<file path="config.mk">
export PLATFORM = sky130hd
export DESIGN_NAME = gpio_ports
export DESIGN_NICKNAME = d
export VERILOG_FILES = /design/src/gpio_pkg.sv /design/src/gpio_ports.sv
export SDC_FILE = /design/constraint.sdc
export NUM_CORES = 1
export LEC_CHECK = 0
export BUFFER_PORTS_ARGS = -buffer_cell sky130_fd_sc_hd__buf_4
export CAP_MARGIN = 20
export CELL_PAD_IN_SITES_DETAIL_PLACEMENT = 1
export CELL_PAD_IN_SITES_GLOBAL_PLACEMENT = 2
export CORE_MARGIN = 3
export CORE_UTILIZATION = 36
export CTS_BUF_LIST = sky130_fd_sc_hd__clkbuf_8
export CTS_CLUSTER_SIZE = 25
export DETAILED_ROUTE_END_ITERATION = 6
export GPL_TIMING_DRIVEN = 0
export PLACE_DENSITY = 0.84
export SYNTH_ARGS = -nofsm -noshare
export SYNTH_HDL_FRONTEND = slang
export SYNTH_SLANG_ARGS = --single-unit
</file>
<file path="constraint.sdc">
create_clock -name CLK -period 12.75 [get_ports CLK]
set_input_delay 1.275 -clock CLK [delete_from_list [all_inputs] [get_ports CLK]]
set_output_delay 1.275 -clock CLK [all_outputs]
set_load 0.005 [all_outputs]
</file>
<file path="src/gpio_pkg.sv">
// Purpose: Shared constants and types for the five-port general purpose I/O block
// Assumes: Byte-wide register port, one core clock
// Notes:   Offsets are byte addresses on the register port
package gpio_pkg;
  localparam int          NUM_PORTS      = 5;
  localparam int          PORT_WIDTH     = 8;
  localparam int          NUM_VECTORS    = 5;
  localparam int          ADDR_WIDTH     = 8;
  localparam logic [7:0]  PORT_BASE_ADDR = 8'h26;
  localparam logic [7:0]  PORT_STRIDE    = 8'h03;
  localparam logic [7:0]  DATA_OFS       = 8'h00;
  localparam logic [7:0]  DIR_OFS        = 8'h01;
  localparam logic [7:0]  OPT_OFS        = 8'h02;
  localparam logic [7:0]  EIEN_BASE_ADDR = 8'h40;
  localparam logic [7:0]  EDGE_CTRL_ADDR = 8'h45;
  localparam logic [7:0]  PEND_ADDR      = 8'h46;
  localparam logic [7:0]  PKG_CFG_ADDR   = 8'h47;
  localparam logic [7:0]  REG_RESET      = 8'h00;
  localparam logic [7:0]  EDGE_RESET     = 8'h00;
  localparam logic [7:0]  PKG_RESET      = 8'h00;
  localparam logic [7:0]  UNMAP_READ     = 8'h00;
  localparam int          SYNC_STAGES    = 2;
  // Unbonded pins of the small package, one mask per port A..E
  localparam logic [39:0] UNBONDED_MASK  = 40'h70_E0_00_FF_00;

  typedef struct packed {
    logic [7:0] addr;
    logic [7:0] wdata;
    logic       wr;
    logic       rd;
  } gp_bus_req_t;

  typedef struct packed {
    logic [7:0] oe;
    logic [7:0] out;
    logic [7:0] pull_up;
  } gp_pad_drive_t;
endpackage : gpio_pkg

</file>
<file path="src/gpio_ports.sv">
// Purpose: Five 8-bit general purpose I/O ports with external interrupt logic
// Assumes: Pins and peripheral signals are synchronous to CLK
// Notes:   Each pad output enable is high while the block drives the pin
`timescale 1ns/1ps
`default_nettype none

// Notes on behaviour
// Eight pins per port, bitwise configuration
// Input pin read returns pin level
// Data writes to input pins update latch only
// Input option bit selects pull-up
// Output pin driven from latch, reads latch
// Output option bit selects push-pull
// Zero drives low; one open-drain floats
// Software writes latch before setting direction
// Enable bit lets input edges raise request
// Edge polarity chosen per vector
// Pins of one vector combine
// Vector fetch clears its request latch
// Changing edge bits clears affected requests
// Interrupt needs input, enable, unmasked core
// Peripheral output overrides pin settings
// Input with peripheral output reads peripheral
// Output with peripheral input sees latch
// Software uses floating no-interrupt for peripheral input
// Ports hold in wait/halt; interrupts wake
// Small package unbonded pins pulled-up inputs
// Data registers 8 bits, reset zero
// Unbonded direction/option read zero, data one
// Port registers from 26h, three per port
// Edge inputs pass two-flop synchroniser
module gpio_ports #(
  parameter int NPORTS = gpio_pkg::NUM_PORTS,
  parameter int NVEC   = gpio_pkg::NUM_VECTORS
) (
  // Clock and reset
  input  wire logic                       CLK,
  input  wire logic                       RESET,
  input  wire logic                       CLK_EN,
  // Register port
  input  wire logic [7:0]                 ADDR,
  input  wire logic [7:0]                 WDATA,
  input  wire logic                       WR,
  input  wire logic                       RD,
  output logic [7:0]                      RDATA,
  // Pads
  input  wire logic [NPORTS*8-1:0]        PIN_IN,
  output logic [NPORTS*8-1:0]             PIN_OUT,
  output logic [NPORTS*8-1:0]             PIN_OE,
  output logic [NPORTS*8-1:0]             PIN_PULLUP,
  // Alternate functions
  input  wire logic [NPORTS*8-1:0]        ALT_OUT_EN,
  input  wire logic [NPORTS*8-1:0]        ALT_OUT_VAL,
  input  wire logic [NPORTS*8-1:0]        ALT_IN_EN,
  output logic [NPORTS*8-1:0]             ALT_IN_VAL,
  // Interrupts and core
  input  wire logic                       IRQ_MASKED,
  input  wire logic [NVEC-1:0]            VEC_FETCH,
  output logic [NVEC-1:0]                 EXT_IRQ,
  output logic                            WAKEUP
);
  localparam int NB = NPORTS * 8;

  // The address map and unbonded mask are laid out for five ports only
  if (NPORTS != gpio_pkg::NUM_PORTS || NVEC != gpio_pkg::NUM_VECTORS) begin : g_bad_size
    $error("gpio_ports: only five ports with five vectors are supported");
  end

  logic [NB-1:0]   data_reg;
  logic [NB-1:0]   dir_reg;
  logic [NB-1:0]   opt_reg;
  logic [NB-1:0]   eien_reg;
  logic [7:0]      edge_reg;
  logic            small_pkg_reg;
  logic [NVEC-1:0] pend_reg;
  logic [NB-1:0]   sync1_reg;
  logic [NB-1:0]   sync2_reg;
  logic [NB-1:0]   prev_reg;
  logic [7:0]      rdata_reg;

  logic [NB-1:0]   unbonded;
  logic [NB-1:0]   dir_eff;
  logic [NB-1:0]   opt_eff;
  logic [NB-1:0]   edge_hit;
  logic [NVEC-1:0] vec_event;
  logic [NVEC-1:0] edge_clr;
  logic [7:0]      rd_mux;

  // Port index of an address in the per-port region, or NPORTS if none
  function automatic logic [2:0] port_of(input logic [7:0] a);
    logic [7:0] rel;
    rel = a - gpio_pkg::PORT_BASE_ADDR;
    port_of = 3'(NPORTS);
    if (a >= gpio_pkg::PORT_BASE_ADDR && rel < 8'(NPORTS * 3))
      port_of = 3'(rel / gpio_pkg::PORT_STRIDE);
  endfunction : port_of

  function automatic logic [7:0] field_of(input logic [7:0] a);
    field_of = 8'((a - gpio_pkg::PORT_BASE_ADDR) % gpio_pkg::PORT_STRIDE);
  endfunction : field_of

  assign unbonded = small_pkg_reg ? gpio_pkg::UNBONDED_MASK[NB-1:0] : '0;

  // Unbonded pins forced to input with pull-up
  assign dir_eff = dir_reg & ~unbonded;
  assign opt_eff = opt_reg | unbonded;

  // Pad drive
  always_comb begin
    for (int i = 0; i < NB; i++) begin
      if (ALT_OUT_EN[i] && !unbonded[i]) begin
        PIN_OUT[i]    = ALT_OUT_VAL[i];
        PIN_OE[i]     = 1'b1;
        PIN_PULLUP[i] = 1'b0;
      end else if (dir_eff[i]) begin
        PIN_OUT[i]    = data_reg[i];
        PIN_OE[i]     = !data_reg[i] || opt_eff[i];
        PIN_PULLUP[i] = 1'b0;
      end else begin
        PIN_OUT[i]    = 1'b0;
        PIN_OE[i]     = 1'b0;
        PIN_PULLUP[i] = opt_eff[i];
      end
      // Output pin feeds latch to peripheral input, else the pin
      ALT_IN_VAL[i] = (ALT_IN_EN[i] && dir_eff[i]) ? data_reg[i] : PIN_IN[i];
    end
  end

  // Two-flop synchroniser then edge compare
  always_ff @(posedge CLK or posedge RESET) begin
    if (RESET) begin
      sync1_reg <= '0;
      sync2_reg <= '0;
      prev_reg  <= '0;
    end else if (CLK_EN) begin
      sync1_reg <= PIN_IN;
      sync2_reg <= sync1_reg;
      prev_reg  <= sync2_reg;
    end
  end

  // Pin p of port v maps to vector v
  always_comb begin
    for (int i = 0; i < NB; i++) begin
      edge_hit[i] = (edge_reg[i/8] ? (sync2_reg[i] && !prev_reg[i])
                                   : (!sync2_reg[i] && prev_reg[i]))
                    && eien_reg[i] && !dir_eff[i] && !ALT_OUT_EN[i];
    end
    for (int v = 0; v < NVEC; v++) begin
      vec_event[v] = |edge_hit[v*8 +: 8];
    end
  end

  // Edge control write clears requests whose polarity bit changed
  assign edge_clr = (WR && ADDR == gpio_pkg::EDGE_CTRL_ADDR)
                    ? (WDATA[NVEC-1:0] ^ edge_reg[NVEC-1:0]) : '0;

  always_ff @(posedge CLK or posedge RESET) begin
    if (RESET) begin
      pend_reg <= '0;
    end else if (CLK_EN) begin
      // Set wins over fetch clear so no edge is lost
      pend_reg <= (pend_reg & ~VEC_FETCH & ~edge_clr) | vec_event;
    end
  end

  assign EXT_IRQ = pend_reg & {NVEC{!IRQ_MASKED}};
  // Wake is unmasked by the core mask; the core unmasks on wait or halt
  assign WAKEUP  = |pend_reg;

  // Register writes
  always_ff @(posedge CLK or posedge RESET) begin
    if (RESET) begin
      data_reg      <= '0;
      dir_reg       <= '0;
      opt_reg       <= '0;
      eien_reg      <= '0;
      edge_reg      <= gpio_pkg::EDGE_RESET;
      small_pkg_reg <= 1'b0;
    end else if (CLK_EN && WR) begin
      if (port_of(ADDR) < 3'(NPORTS)) begin
        case (field_of(ADDR))
          gpio_pkg::DATA_OFS: data_reg[port_of(ADDR)*8 +: 8] <= WDATA;
          gpio_pkg::DIR_OFS:  dir_reg[port_of(ADDR)*8 +: 8]  <= WDATA
                                & ~unbonded[port_of(ADDR)*8 +: 8];
          gpio_pkg::OPT_OFS:  opt_reg[port_of(ADDR)*8 +: 8]  <= WDATA
                                & ~unbonded[port_of(ADDR)*8 +: 8];
          default: ;
        endcase
      end else if (ADDR >= gpio_pkg::EIEN_BASE_ADDR
                   && ADDR < gpio_pkg::EIEN_BASE_ADDR + 8'(NPORTS)) begin
        eien_reg[(ADDR - gpio_pkg::EIEN_BASE_ADDR)*8 +: 8] <= WDATA;
      end else if (ADDR == gpio_pkg::EDGE_CTRL_ADDR) begin
        edge_reg <= WDATA;
      end else if (ADDR == gpio_pkg::PKG_CFG_ADDR) begin
        small_pkg_reg <= WDATA[0];
      end
    end
  end

  // Read path, valid in the cycle after the strobe
  always_comb begin
    logic [2:0] p;
    logic [7:0] pin_view;
    p = port_of(ADDR);
    pin_view = '0;
    rd_mux = gpio_pkg::UNMAP_READ;
    if (p < 3'(NPORTS)) begin
      for (int b = 0; b < 8; b++) begin
        if (dir_eff[p*8+b])
          pin_view[b] = data_reg[p*8+b];
        else if (ALT_OUT_EN[p*8+b])
          pin_view[b] = ALT_OUT_VAL[p*8+b];
        else
          pin_view[b] = sync2_reg[p*8+b];
      end
      case (field_of(ADDR))
        gpio_pkg::DATA_OFS: rd_mux = pin_view | unbonded[p*8 +: 8];
        gpio_pkg::DIR_OFS:  rd_mux = dir_eff[p*8 +: 8];
        gpio_pkg::OPT_OFS:  rd_mux = opt_reg[p*8 +: 8] & ~unbonded[p*8 +: 8];
        default:            rd_mux = gpio_pkg::UNMAP_READ;
      endcase
    end else if (ADDR >= gpio_pkg::EIEN_BASE_ADDR
                 && ADDR < gpio_pkg::EIEN_BASE_ADDR + 8'(NPORTS)) begin
      rd_mux = eien_reg[(ADDR - gpio_pkg::EIEN_BASE_ADDR)*8 +: 8];
    end else if (ADDR == gpio_pkg::EDGE_CTRL_ADDR) begin
      rd_mux = edge_reg;
    end else if (ADDR == gpio_pkg::PEND_ADDR) begin
      rd_mux = 8'(pend_reg);
    end else if (ADDR == gpio_pkg::PKG_CFG_ADDR) begin
      rd_mux = {7'h00, small_pkg_reg};
    end
  end

  always_ff @(posedge CLK or posedge RESET) begin
    if (RESET) begin
      rdata_reg <= '0;
    end else if (CLK_EN) begin
      rdata_reg <= RD ? rd_mux : 8'h00;
    end
  end

  assign RDATA = rdata_reg;
endmodule : gpio_ports

`default_nettype wire

</file>
==> summary.txt, run 1 <==
Run status
  • Status: finished, final reports clean

Synthesis
  • Top FF cell, synth: dfrtp_1
  • Yosys reg bits: 302
  • Async set-reset flop share out of synthesis: 100%
  • Syn avg cell area: between 9 and 10 µm²
  • Syn_nets: approximately 2300
  • Synth cell types: between 90 and 100
  • Mapped Cells: roughly 2100
  • Share of the yosys chip area belonging to registers: approximately two fifths
  • Number of synthesized flops with an enable pin: 0
  • Synth Cell Area: 0.0196 mm²
  • Synth warnings: 0

Clocking
  • Root Buffer: clkbuf_8
  • Clk pin slew, worst setup/hold paths: approximately 0.060 ns
  • Setup bufs post-CTS: 0
  • CTS Buf Count: 54
  • CTS resizes: 0
  • Worst-skew pair later-pin latency: 0.68 ns
  • Sinks on Clock Net: approximately 300
  • TritonCTS clock tree: yes
  • H-tree depth: 2
  • Hold buffer count at cts: 0
  • Clock Tree Buf Depth: 3

Layout
  • Layout cells sized above 1: between 30% and 40%
  • Post-layout instance area: ~0.024 mm²
  • Area Growth Syn to Fin: 24.7%
  • Final #Nets: 2742
  • Fill count: between 6000 and 7000
  • Final core utilization: a little under half

Global route
  • Grt total ovfl: 0
  • Maximum number of pins on one net before global-route repair: between 100 and 150
  • GR Util All Layers: a little over a third
  • Vias in the first global route: slightly above 20000
  • First-pass GRT wire length: 144 mm
  • Initial antenna violation count: 4

Routing
  • Starting DRT DRC Count: between 1000 and 1500
  • Vias: roughly 20000
  • DR DRC count: 0
  • Routed WL: a little over 100 mm
  • Number of vias per cell: about 6.0
  • Wire per inst: roughly 31 µm
  • Antenna Violating Nets Remaining: 0
  • First-pass iteration count of the detailed router: 5

Setup path
  • Critical path data arrival time: around 11 ns
  • WP data required: approximately 13 ns
  • Slowest Stage Delay on Critical Path: 0.96 ns
  • Top cell by count, worst path: clkbuf_1
  • Slowest-stage cell, CP: a2111oi_0
  • Reg2Reg Setup Slack: between 8 and 9 ns
  • Worst r2r src: small_pkg_reg
  • CP Class: in2reg
  • R2R Path End: RDATA[3]
  • Max Fanout on Critical Path: 10
  • CP startpoint kind: input port
  • CP top delay family: buffers and inverters
  • Worst r2r path cells: 7
  • Crit path buffers/inverters: 11
  • Crit end category: register

Power and ir drop
  • Worst vdd ir: around 0.09 mV
  • Leakage: 0.0109 µW
  • Clk pwr share: 36.2%
  • Switching power total: 892 µW
  • Part of the power in registers: roughly two fifths
  • Cell internal pwr: around 1800 µW
  • Logic pwr share: about a quarter
  • Total power: approximately 2600 µW
  • Switch share: about 34%
  • Pwr dens: around 110 mW/mm²

Floorplan
  • DIE WIDTH: roughly 240 µm
  • DIE AREA: roughly 0.057 mm²
  • Initial core utilization: between 30% and 40%
  • IO Count: about 360
  • Die height: between 200 and 250 µm
  • Core box area: 0.0532 mm²
  • # rows: 84

Worst hold path
  • WHS Endpoint: sync2_reg[34]
  • Worst hold start: sync1_reg[34]
  • Hold Path Stages: 2
  • Worst Hold Class: reg2reg

STA
  • Hold WS: 0.485 ns
  • Tmin final: 10.81 ns
  • Tcrit/Tclk final: a little over four fifths
  • Slew Viols, Final: 0
  • Fmax: between 90 and 100 MHz
  • Actual slew at the worst max-slew pin: between 1 and 1.5 ns
  • Final-report hold violation count: 0
  • Max-slew headroom: between 10% and 20%
  • Setup Viol. Count Final: 0
  • Clock skew: roughly 0.048 ns
  • Unrepaired setup endpoints after global routing: no
  • Worst Slack Setup Final: a little under 2 ns

Run
  • MaxCap Viol Count: 0

Placement
  • RD Place Congestion: roughly 1
  • Final HPWL DP: 82.0 mm
  • Area after DPL: 0.0233 mm²
  • Port bufs: between 300 and 400
  • Place WS: about 1.6 ns
-- through the flow --
stage	TNS (ns)	instances
6_report	0	3260
5_1_grt	0	3259
4_1_cts	0	3255
3_5_place_dp	0	3160
3_3_place_gp	-109.90	3151
2_1_floorplan	0	2106
-- worst max-delay path by stage --
stage | startpoint | endpoint | cells past startpoint
after global placement | RESET | sync1_reg[4] | 2
after floorplan | RESET | RDATA[0] | 1
after CTS | ADDR[1] | RDATA[3] | 29
after detailed placement | ADDR[1] | RDATA[3] | 29
final | ADDR[1] | RDATA[3] | 29
after global routing | ADDR[1] | RDATA[3] | 29
-- kinds of logic (layout without fill, tap and decap cells) --
kind of cell	after synthesis	after routing	share of synthesized area, %
AND/OR/NAND/NOR	793	793	20.2
AO/OA/AOI/OAI	435	435	14.5
multiplexers	352	352	20.3
flip-flops	302	302	38.5
buffers and inverters	175	639	3.62
XOR/XNOR	25	25	1.16
adder cells (fa/ha/maj)	24	24	1.57
other	0	2	0
-- worst register-to-register path: stages (launching register included) --
cell and delay, ns:
dfrtp_1 0.32, clkbuf_1 0.61, clkbuf_1 0.88, nand3_1 0.52, o31ai_1 0.38, o21ai_0 0.19, a2111oi_0 0.92, o32ai_1 0.16
-- synth_stat cells, types with 6 or more instances --
master / instances / area, µm²
o211ai_1: 11 / 82.6
buf_1: 14 / 52.6
a2111oi_0: 6 / 52.6
and2_1: 26 / 163
a21o_1: 30 / 225
nor4_1: 14 / 87.6
a22oi_1: 11 / 82.6
a221oi_1: 7 / 61.3
a31oi_1: 34 / 213
mux4_2: 8 / 180
nor3b_1: 15 / 113
and3_1: 15 / 93.8
nand3b_1: 38 / 285
nand3_1: 60 / 300
nand4_1: 20 / 125
mux2_1: 12 / 135
o31ai_1: 15 / 113
ha_1: 23 / 288
buf_2: 12 / 60.1
nor3_1: 20 / 100
a211oi_1: 19 / 143
nand2b_1: 41 / 257
o21ai_0: 122 / 611
inv_1: 68 / 255
nor2_2: 12 / 75.1
or3_1: 10 / 62.6
nor2_1: 153 / 574
mux2i_1: 53 / 531
nor4b_1: 25 / 219
a22o_1: 11 / 96.3
nor2b_1: 22 / 138
xnor2_1: 19 / 166
o22ai_1: 10 / 62.6
dfrtp_1: 302 / 7560
buf_4: 6 / 45.0
mux2_2: 279 / 3140
a21oi_1: 87 / 435
nand2_1: 297 / 1110
clkbuf_1: 69 / 259
-- power groups by stage --
stage / Combinational (µW) / Clock [µW] / Sequential, µW
after floorplan: 324 / 0 / 1070
after global placement: 587 / 0 / 1080
after detailed placement: 601 / 0 / 1090
after CTS: 604 / 968 / 1070
after global routing: 653 / 1010 / 1080
final: 616 / 958 / 1070
-- per-layer routing --
metal | GRT usage, % | share of wire [%]
met5 | 0 | 0
met2 | 58.5 | 48
met1 | 43.1 | 40
met4 | 16.6 | 5.3
met3 | 7.22 | 6.4
-- area by class of cell --
class | instances | area, µm² | area share [%]
multi-input combinational | 1629 | 11300 | 46.4
sequential | 302 | 7560 | 30.9
timing repair buffer | 369 | 2850 | 11.6
clock buffer | 73 | 1000 | 4.11
tap | 688 | 861 | 3.52
buffer | 103 | 439 | 1.80
inverter | 72 | 278 | 1.14
clock inverter | 22 | 119 | 0.486
antenna | 2 | 5.00 | 0.0205
-- placed cells by master (no fill, tap or decap), types with 19 or more instances in the layout --
master and instances:
nor4b_1 25, nand2_1 297, a31oi_1 34, inv_1 81, a211oi_1 19, ha_1 23, nor3_1 19, a21oi_1 87
xnor2_1 19, mux2i_1 53, nand2b_1 41, nand4_1 20, clkbuf_8 73, buf_4 365, nand3_1 60, nor2b_1 22
and2_1 26, o21ai_0 122, dfrtp_1 302, nor2_1 153, clkbuf_1 69, nand3b_1 38, mux2_2 279, a21o_1 30
Power figures use the tool's default switching activity.
==> run 2, diff against run 1 <==
CORE_UTILIZATION = 32   (was 36)
PLACE_DENSITY = 0.78   (was 0.84)
clock period = 9.65 ns   (was 12.75 ns; I/O delays follow)
==> summary.txt, run 2 (synthesis gave the netlist of run 1 again) <==
Run status
  • Status: finished, final reports clean

Setup path
  • Top cell by count, worst path: clkbuf_1
  • CP startpoint kind: input port
  • Critical path data arrival time: 9.81 ns (-1.51 ns)
  • Max Fanout on Critical Path: 10 (unchanged)
  • WP data required: 10.20 ns (-3.05 ns)
  • Crit end category: register
  • Worst r2r src: small_pkg_reg
  • Crit path launch: ADDR[1]
  • Slowest Stage Delay on Critical Path: 0.91 ns (-0.05 ns)
  • CP Class: in2reg
  • Slowest-stage cell, CP: clkdlybuf4s15_1

Power and ir drop
  • Total power: 3580 µW (+35%)
  • Logic pwr share: 22.7% (-0.6 points)
  • Worst vdd ir: 0.114 mV (+24%)
  • Switching power total: 1180 µW (+32%)
  • Cell internal pwr: 2400 µW (+37%)
  • Leakage: 0.0109 µW (+0.70%)
  • Part of the power in registers: 39.5% (-1.0 points)
  • Clk pwr share: 37.8% (+1.6 points)
  • Pwr dens: 145 mW/mm² (+34%)
  • Switch share: 32.9% (-0.79 points)

Layout
  • Commonest non-fill, non-tap cell in the layout: buf_4
  • Fill count: 6935 (+13%)
  • Final non-filler cell total: 3357 (+3.0%)
  • Area Growth Syn to Fin: 26.1%
  • Final #Nets: 2742 (unchanged)
  • Post-layout instance area: 0.0247 mm² (+1.1%)
  • Layout cells sized above 1: 31.7% (+0.42 points)
  • Commonest non-fill, non-tap cells in the layout: 365 x buf_4, 302 x dfrtp_1, 297 x nand2_1, 279 x mux2_2, 153 x nor2_1
  • Multi-input logic area: 0.0114 mm² (+0.36%)
  • Sequential cell area: 0.00756 mm² (unchanged)

STA
  • Setup Viol. Count Final: 0 (unchanged)
  • TNS Setup: 0 ns (unchanged)
  • Actual slew at the worst max-slew pin: 1.21 ns (-0.0531 ns)
  • Unrepaired setup endpoints after global routing: no
  • Final-report hold violation count: 0 (unchanged)
  • Max-slew headroom: 19.5% (+4.3 points)
  • Clock skew: 0.0375 ns (-0.0101 ns)
  • Tmin final: between 9 and 10 ns
  • Tcrit/Tclk final: 96.0%
  • Hold WS: 0.379 ns (-0.105 ns)
  • Fmax: approximately 110 MHz
  • Slew Viols, Final: 0 (unchanged)

Routing
  • Routed WL: 103 mm (+1.2%)
  • DR DRC count: 0 (unchanged)
  • Number of vias per cell: 5.78 (-4.0%)
  • Starting DRT DRC Count: 1526 (+7.8%)
  • First-pass iteration count of the detailed router: 5 (unchanged)
  • Vias: 19399 (-1.2%)
  • Wire per inst: 30.7 µm (-1.7%)
  • Antenna Violating Nets Remaining: 0 (unchanged)

Floorplan
  • Die height: 254 µm (+5.9%)
  • DIE WIDTH: 254 µm (+5.9%)
  • IO Count: 361 (unchanged)
  • Core box area: 0.0605 mm² (+14%)
  • DIE AREA: 0.0643 mm² (+12%)
  • Initial core utilization: 32.4% (-4.4 points)
  • # rows: 90 (+7.1%)

Clocking
  • CTS Buf Count: 55 (+1.9%)
  • TritonCTS clock tree: yes
  • Sinks on Clock Net: 302 (unchanged)
  • H-tree depth: 2 (unchanged)
  • Root Buffer: clkbuf_8
  • Clk pin slew, worst setup/hold paths: 0.06 ns (about the same)
  • Clock Tree Buf Depth: 3 (unchanged)
  • Worst-skew pair later-pin latency: 0.67 ns (about the same)

Global route
  • GR Util All Layers: 31.5% (-3.4 points)
  • Grt total ovfl: 0 (unchanged)
  • Initial antenna violation count: 6 (+2)
  • Vias in the first global route: 20127 (-1.9%)
  • First-pass GRT wire length: 146 mm (+0.86%)
  • Maximum number of pins on one net before global-route repair: 123 (unchanged)

Placement
  • Area after DPL: 0.0234 mm² (+0.61%)
  • Post-Place Cells: 3254 (+3.0%)
  • Port bufs: 357 (unchanged)
  • RD Place Congestion: 0.995 (-3.1%)
  • Final HPWL DP: 83.0 mm (+1.2%)

Worst hold path
  • Worst Hold Class: in2async

Run
  • MaxCap Viol Count: 0 (unchanged)
## run 2: cell types whose count changed in the layout (fill, tap and decap cells not counted), moves of 4 or more
cell / change
clkbuf_1: -6
clkbuf_2: +4
nor2_4: +5
bufinv_16: +4
nor2_2: -5
clkinv_2: +5
## run 2: layer usage
metal	GRT usage (%)	part of all wire, %
met1	40.8	42
met2	52.5	48
met3	4.91	5.7
met4	13.1	4.5
met5	0	0.013
## run 2: worst paths after layout
check	end	slack, ns	depth (start not counted)
max reg2reg	RDATA[3]	5.67	7
max in group asynchronous	sync2_reg[3]	8.19	3
min in group CLK	sync2_reg[23]	0.48	2
max	RDATA[6]	0.39	29
min	sync1_reg[20]	0.38	2
min reg2reg	sync2_reg[23]	0.48	2
## run 2: final cells by class
| type | instances | share of cell area, % |
|---|---|---|
| Antenna cell | 1 | 0.0101 |
| Inverter | 72 | 1.12 |
| Clock buffer | 70 | 3.90 |
| Clock inverter | 30 | 1.00 |
| Timing Repair Buffer | 369 | 11.6 |
| Sequential cell | 302 | 30.6 |
| Buffer | 102 | 1.81 |
| Tap cell | 782 | 3.96 |
| Multi-Input combinational cell | 1629 | 46.0 |
## run 2: repair_timing
item / CTS / global route
setup endpoints to repair: 50 / 94
setup buffers: 0 / 1
hold buffers: 0 / 0
gates resized for setup: 2 / 17
gates cloned: 0 / 0
pin swaps: 0 / 1
## run 2: power by group through the flow
| stage | Sequential, µW | Combinational, µW | Clock [µW] |
|---|---|---|---|
| 2_1_floorplan | 1410 | 428 | 0 |
| 3_3_place_gp | 1430 | 777 | 0 |
| 3_5_place_dp | 1440 | 797 | 0 |
| 4_1_cts | 1410 | 802 | 1370 |
| 5_1_grt | 1430 | 867 | 1440 |
| 6_report | 1410 | 813 | 1360 |
## run 2: metrics by stage
stage / setup WS [ns] / utilization, %
2_1_floorplan: 0.339 / -
5_1_grt: 0.0864 / 40.9
6_report: 0.389 / 40.9
3_5_place_dp: -1.11 / 38.8
4_1_cts: 0.0419 / 40.8
3_3_place_gp: -3.29 / 38.5
## run 2: critical path: cells and delay by family
| kind | cells | cell delay [ns] |
|---|---|---|
| AOI/OAI and AO/OA | 6 | 1.67 |
| xor gates and xnor gates | 1 | 0.31 |
| adders and majority gates | 3 | 0.79 |
| buffers and inverters | 11 | 3.50 |
| muxes | 2 | 0.86 |
| and+or+nand+nor | 6 | 1.66 |
==> run 3, diff against run 2 <==
ABC_CLOCK_PERIOD_IN_PS = 8800   (was not set)
CORE_UTILIZATION = 36   (was 32)
PLACE_DENSITY = 0.82   (was 0.78)
clock period = 8.8 ns   (was 9.65 ns; I/O delays follow)
==> summary.txt, run 3 (synthesis gave the netlist of run 1 again) <==
Power and ir drop
  • Pwr dens: 156 mW/mm² (+7.6%)
  • Switching power total: 1310 µW (+11%)
  • Cell internal pwr: 2530 µW (+5.4%)
  • Part of the power in registers: 40.4% (+0.9 points)
  • Switch share: 34.0% (+1.1 points)
  • Worst vdd ir: 0.102 mV (-11%)
  • Logic pwr share: 23.5% (+0.8 points)
  • Leakage: 0.0110 µW (+0.16%)
  • Clk pwr share: 36.1% (-1.7 points)

Global route
  • GR Util All Layers: 34.8% (+3.3 points)
  • Maximum number of pins on one net before global-route repair: 43 (-65%)
  • First-pass GRT wire length: 144 mm (-1.3%)
  • Grt total ovfl: 0 (unchanged)
  • Initial antenna violation count: 6 (unchanged)
  • Vias in the first global route: 20406 (+1.4%)

Clocking
  • Sinks on Clock Net: 302 (unchanged)
  • Hold buffer count at cts: 0 (unchanged)
  • H-tree depth: 2 (unchanged)
  • CTS Buf Count: 56 (+1.8%)
  • Worst-skew pair later-pin latency: 0.71 ns (+0.04 ns)
  • Clk pin slew, worst setup/hold paths: 0.06 ns (about the same)
  • Root Buffer: clkbuf_8
  • Clock Tree Buf Depth: 3 (unchanged)
  • TritonCTS clock tree: yes

Placement
  • RD Place Congestion: 1.03 (+3.7%)
  • Port bufs: 357 (unchanged)
  • Post-Place Cells: 3168 (-2.6%)
  • Final HPWL DP: 81.9 mm (-1.3%)
  • Area after DPL: 0.0234 mm² (-0.15%)

Worst hold path
  • Worst Hold Class: in2async

Layout
  • Commonest non-fill, non-tap cells in the layout: 368 x buf_4, 302 x dfrtp_1, 296 x nand2_1, 279 x mux2_2, 152 x nor2_1
  • Multi-input logic area: 0.0114 mm² (about the same)
  • Fill count: 6172 (-11%)
  • Post-layout instance area: 0.0246 mm² (-0.45%)
  • Layout cells sized above 1: 31.8% (+0.15 points)
  • Area Growth Syn to Fin: 25.5%
  • Final non-filler cell total: 3275 (-2.4%)
  • Final #Nets: 2752 (+0.36%)
  • Commonest non-fill, non-tap cell in the layout: buf_4
  • Sequential cell area: 0.00756 mm² (unchanged)

Routing
  • Routed WL: 102 mm (-1.1%)
  • Wire per inst: 31.1 µm (+1.4%)
  • Starting DRT DRC Count: 1491 (-2.3%)
  • DR DRC count: 0 (unchanged)
  • First-pass iteration count of the detailed router: 5 (unchanged)
  • Number of vias per cell: 6.02 (+4.2%)
  • Vias: 19721 (+1.7%)
  • Antenna Violating Nets Remaining: 0 (unchanged)

Run status
  • Status: finished, final reports clean

Setup path
  • Slowest Stage Delay on Critical Path: 0.74 ns (-0.17 ns)
  • WP data required: 9.41 ns (-0.79 ns)
  • CP top delay family: buffers and inverters
  • Crit end category: register
  • Top cell by count, worst path: clkbuf_1
  • CP Class: in2reg
  • Max Fanout on Critical Path: 10 (unchanged)
  • Critical path data arrival time: 9.12 ns (-0.69 ns)
  • Crit path buffers/inverters: 12 (+1)
  • Slowest-stage cell, CP: clkbuf_1
  • CP startpoint kind: input port

Floorplan
  • Core box area: 0.0532 mm² (-12%)
  • IO Count: 361 (unchanged)
  • Die height: 239 µm (-5.6%)
  • DIE AREA: 0.0573 mm² (-11%)
  • DIE WIDTH: 239 µm (-5.6%)
  • # rows: 84 (-6.7%)
  • Initial core utilization: 36.9% (+4.4 points)

STA
  • Clock skew: 0.0562 ns (+0.0186 ns)
  • Unrepaired setup endpoints after global routing: no
  • Actual slew at the worst max-slew pin: 1.23 ns (+0.0219 ns)
  • Max-slew headroom: 16.9% (-2.6 points)
  • Final-report hold violation count: 0 (unchanged)
  • Tcrit/Tclk final: around 97%
  • Setup Viol. Count Final: 0 (unchanged)
  • Tmin final: approximately 8.5 ns
  • Fmax: roughly 120 MHz
  • Slew Viols, Final: 0 (unchanged)

Run
  • MaxCap Viol Count: 0 (unchanged)
-- run 3: cell count changes in the layout (fill, tap and decap cells not counted), sizes merged --
cell	previous run	this run
buf	402	411
bufinv	4	1
clkbuf	138	137
clkdlybuf4s15	1	0
clkinv	11	9
diode	1	6
inv	86	91
-- run 3: final timing paths --
| path | depth (start not counted) | end | slack (ns) | startpoint |
|---|---|---|---|---|
| max | 30 | RDATA[4] | 0.29 | ADDR[1] |
| min | 2 | dir_reg[26] | 0.32 | RESET |
| max reg2reg | 7 | RDATA[3] | 4.88 | small_pkg_reg |
| min reg2reg | 1 | sync2_reg[10] | 0.48 | sync1_reg[10] |
| max in group asynchronous | 5 | prev_reg[1] | 7.21 | RESET |
| min in group CLK | 2 | sync1_reg[11] | 0.43 | PIN_IN[11] |
-- run 3: power groups by stage --
stage / clock network (µW) / logic [µW] / registers, µW
2_1_floorplan: 0 / 469 / 1550
3_3_place_gp: 0 / 849 / 1570
3_5_place_dp: 0 / 875 / 1580
4_1_cts: 1400 / 880 / 1550
5_1_grt: 1470 / 953 / 1560
6_report: 1390 / 902 / 1550
-- run 3: area by class of cell --
class / instances / area share, %
antenna: 6 / 0.0610
buffer: 102 / 1.80
clock buffer: 68 / 3.80
clock inverter: 30 / 0.691
inverter: 72 / 1.11
multi-input combinational: 1629 / 46.3
sequential: 302 / 30.7
tap: 688 / 3.50
timing repair buffer: 378 / 12.0
-- run 3: metrics by stage --
stage	setup TNS, ns	setup WS, ns	total power (µW)	hold slack (ns)	util (%)
floorplan	0	1.90	2020	0.449	-
global placement	-103.53	-1.31	2420	0.463	43.5
detailed placement	-113.41	-1.32	2450	0.477	44.0
CTS	0	0.0593	3830	0.302	46.2
global route	0	0.0584	3990	0.344	46.3
finish	0	0.287	3840	0.321	46.3
-- run 3: per-layer routing --
layer | vias up | track usage [%] | wire, µm
met5 | - | 0 | 0
met4 | 0 | 15.0 | 4760
met3 | 192 | 7.08 | 7240
met2 | 890 | 58.0 | 48500
met1 | 10139 | 43.9 | 41500
li1 | 8500 | - | -
-- run 3: what timing repair did --
action,in CTS,in global routing
gates resized for setup,6,20
endpoints found under the hold margin,0,0
buffers inserted,3,0
setup endpoints to repair,85,125
pin swaps,1,0
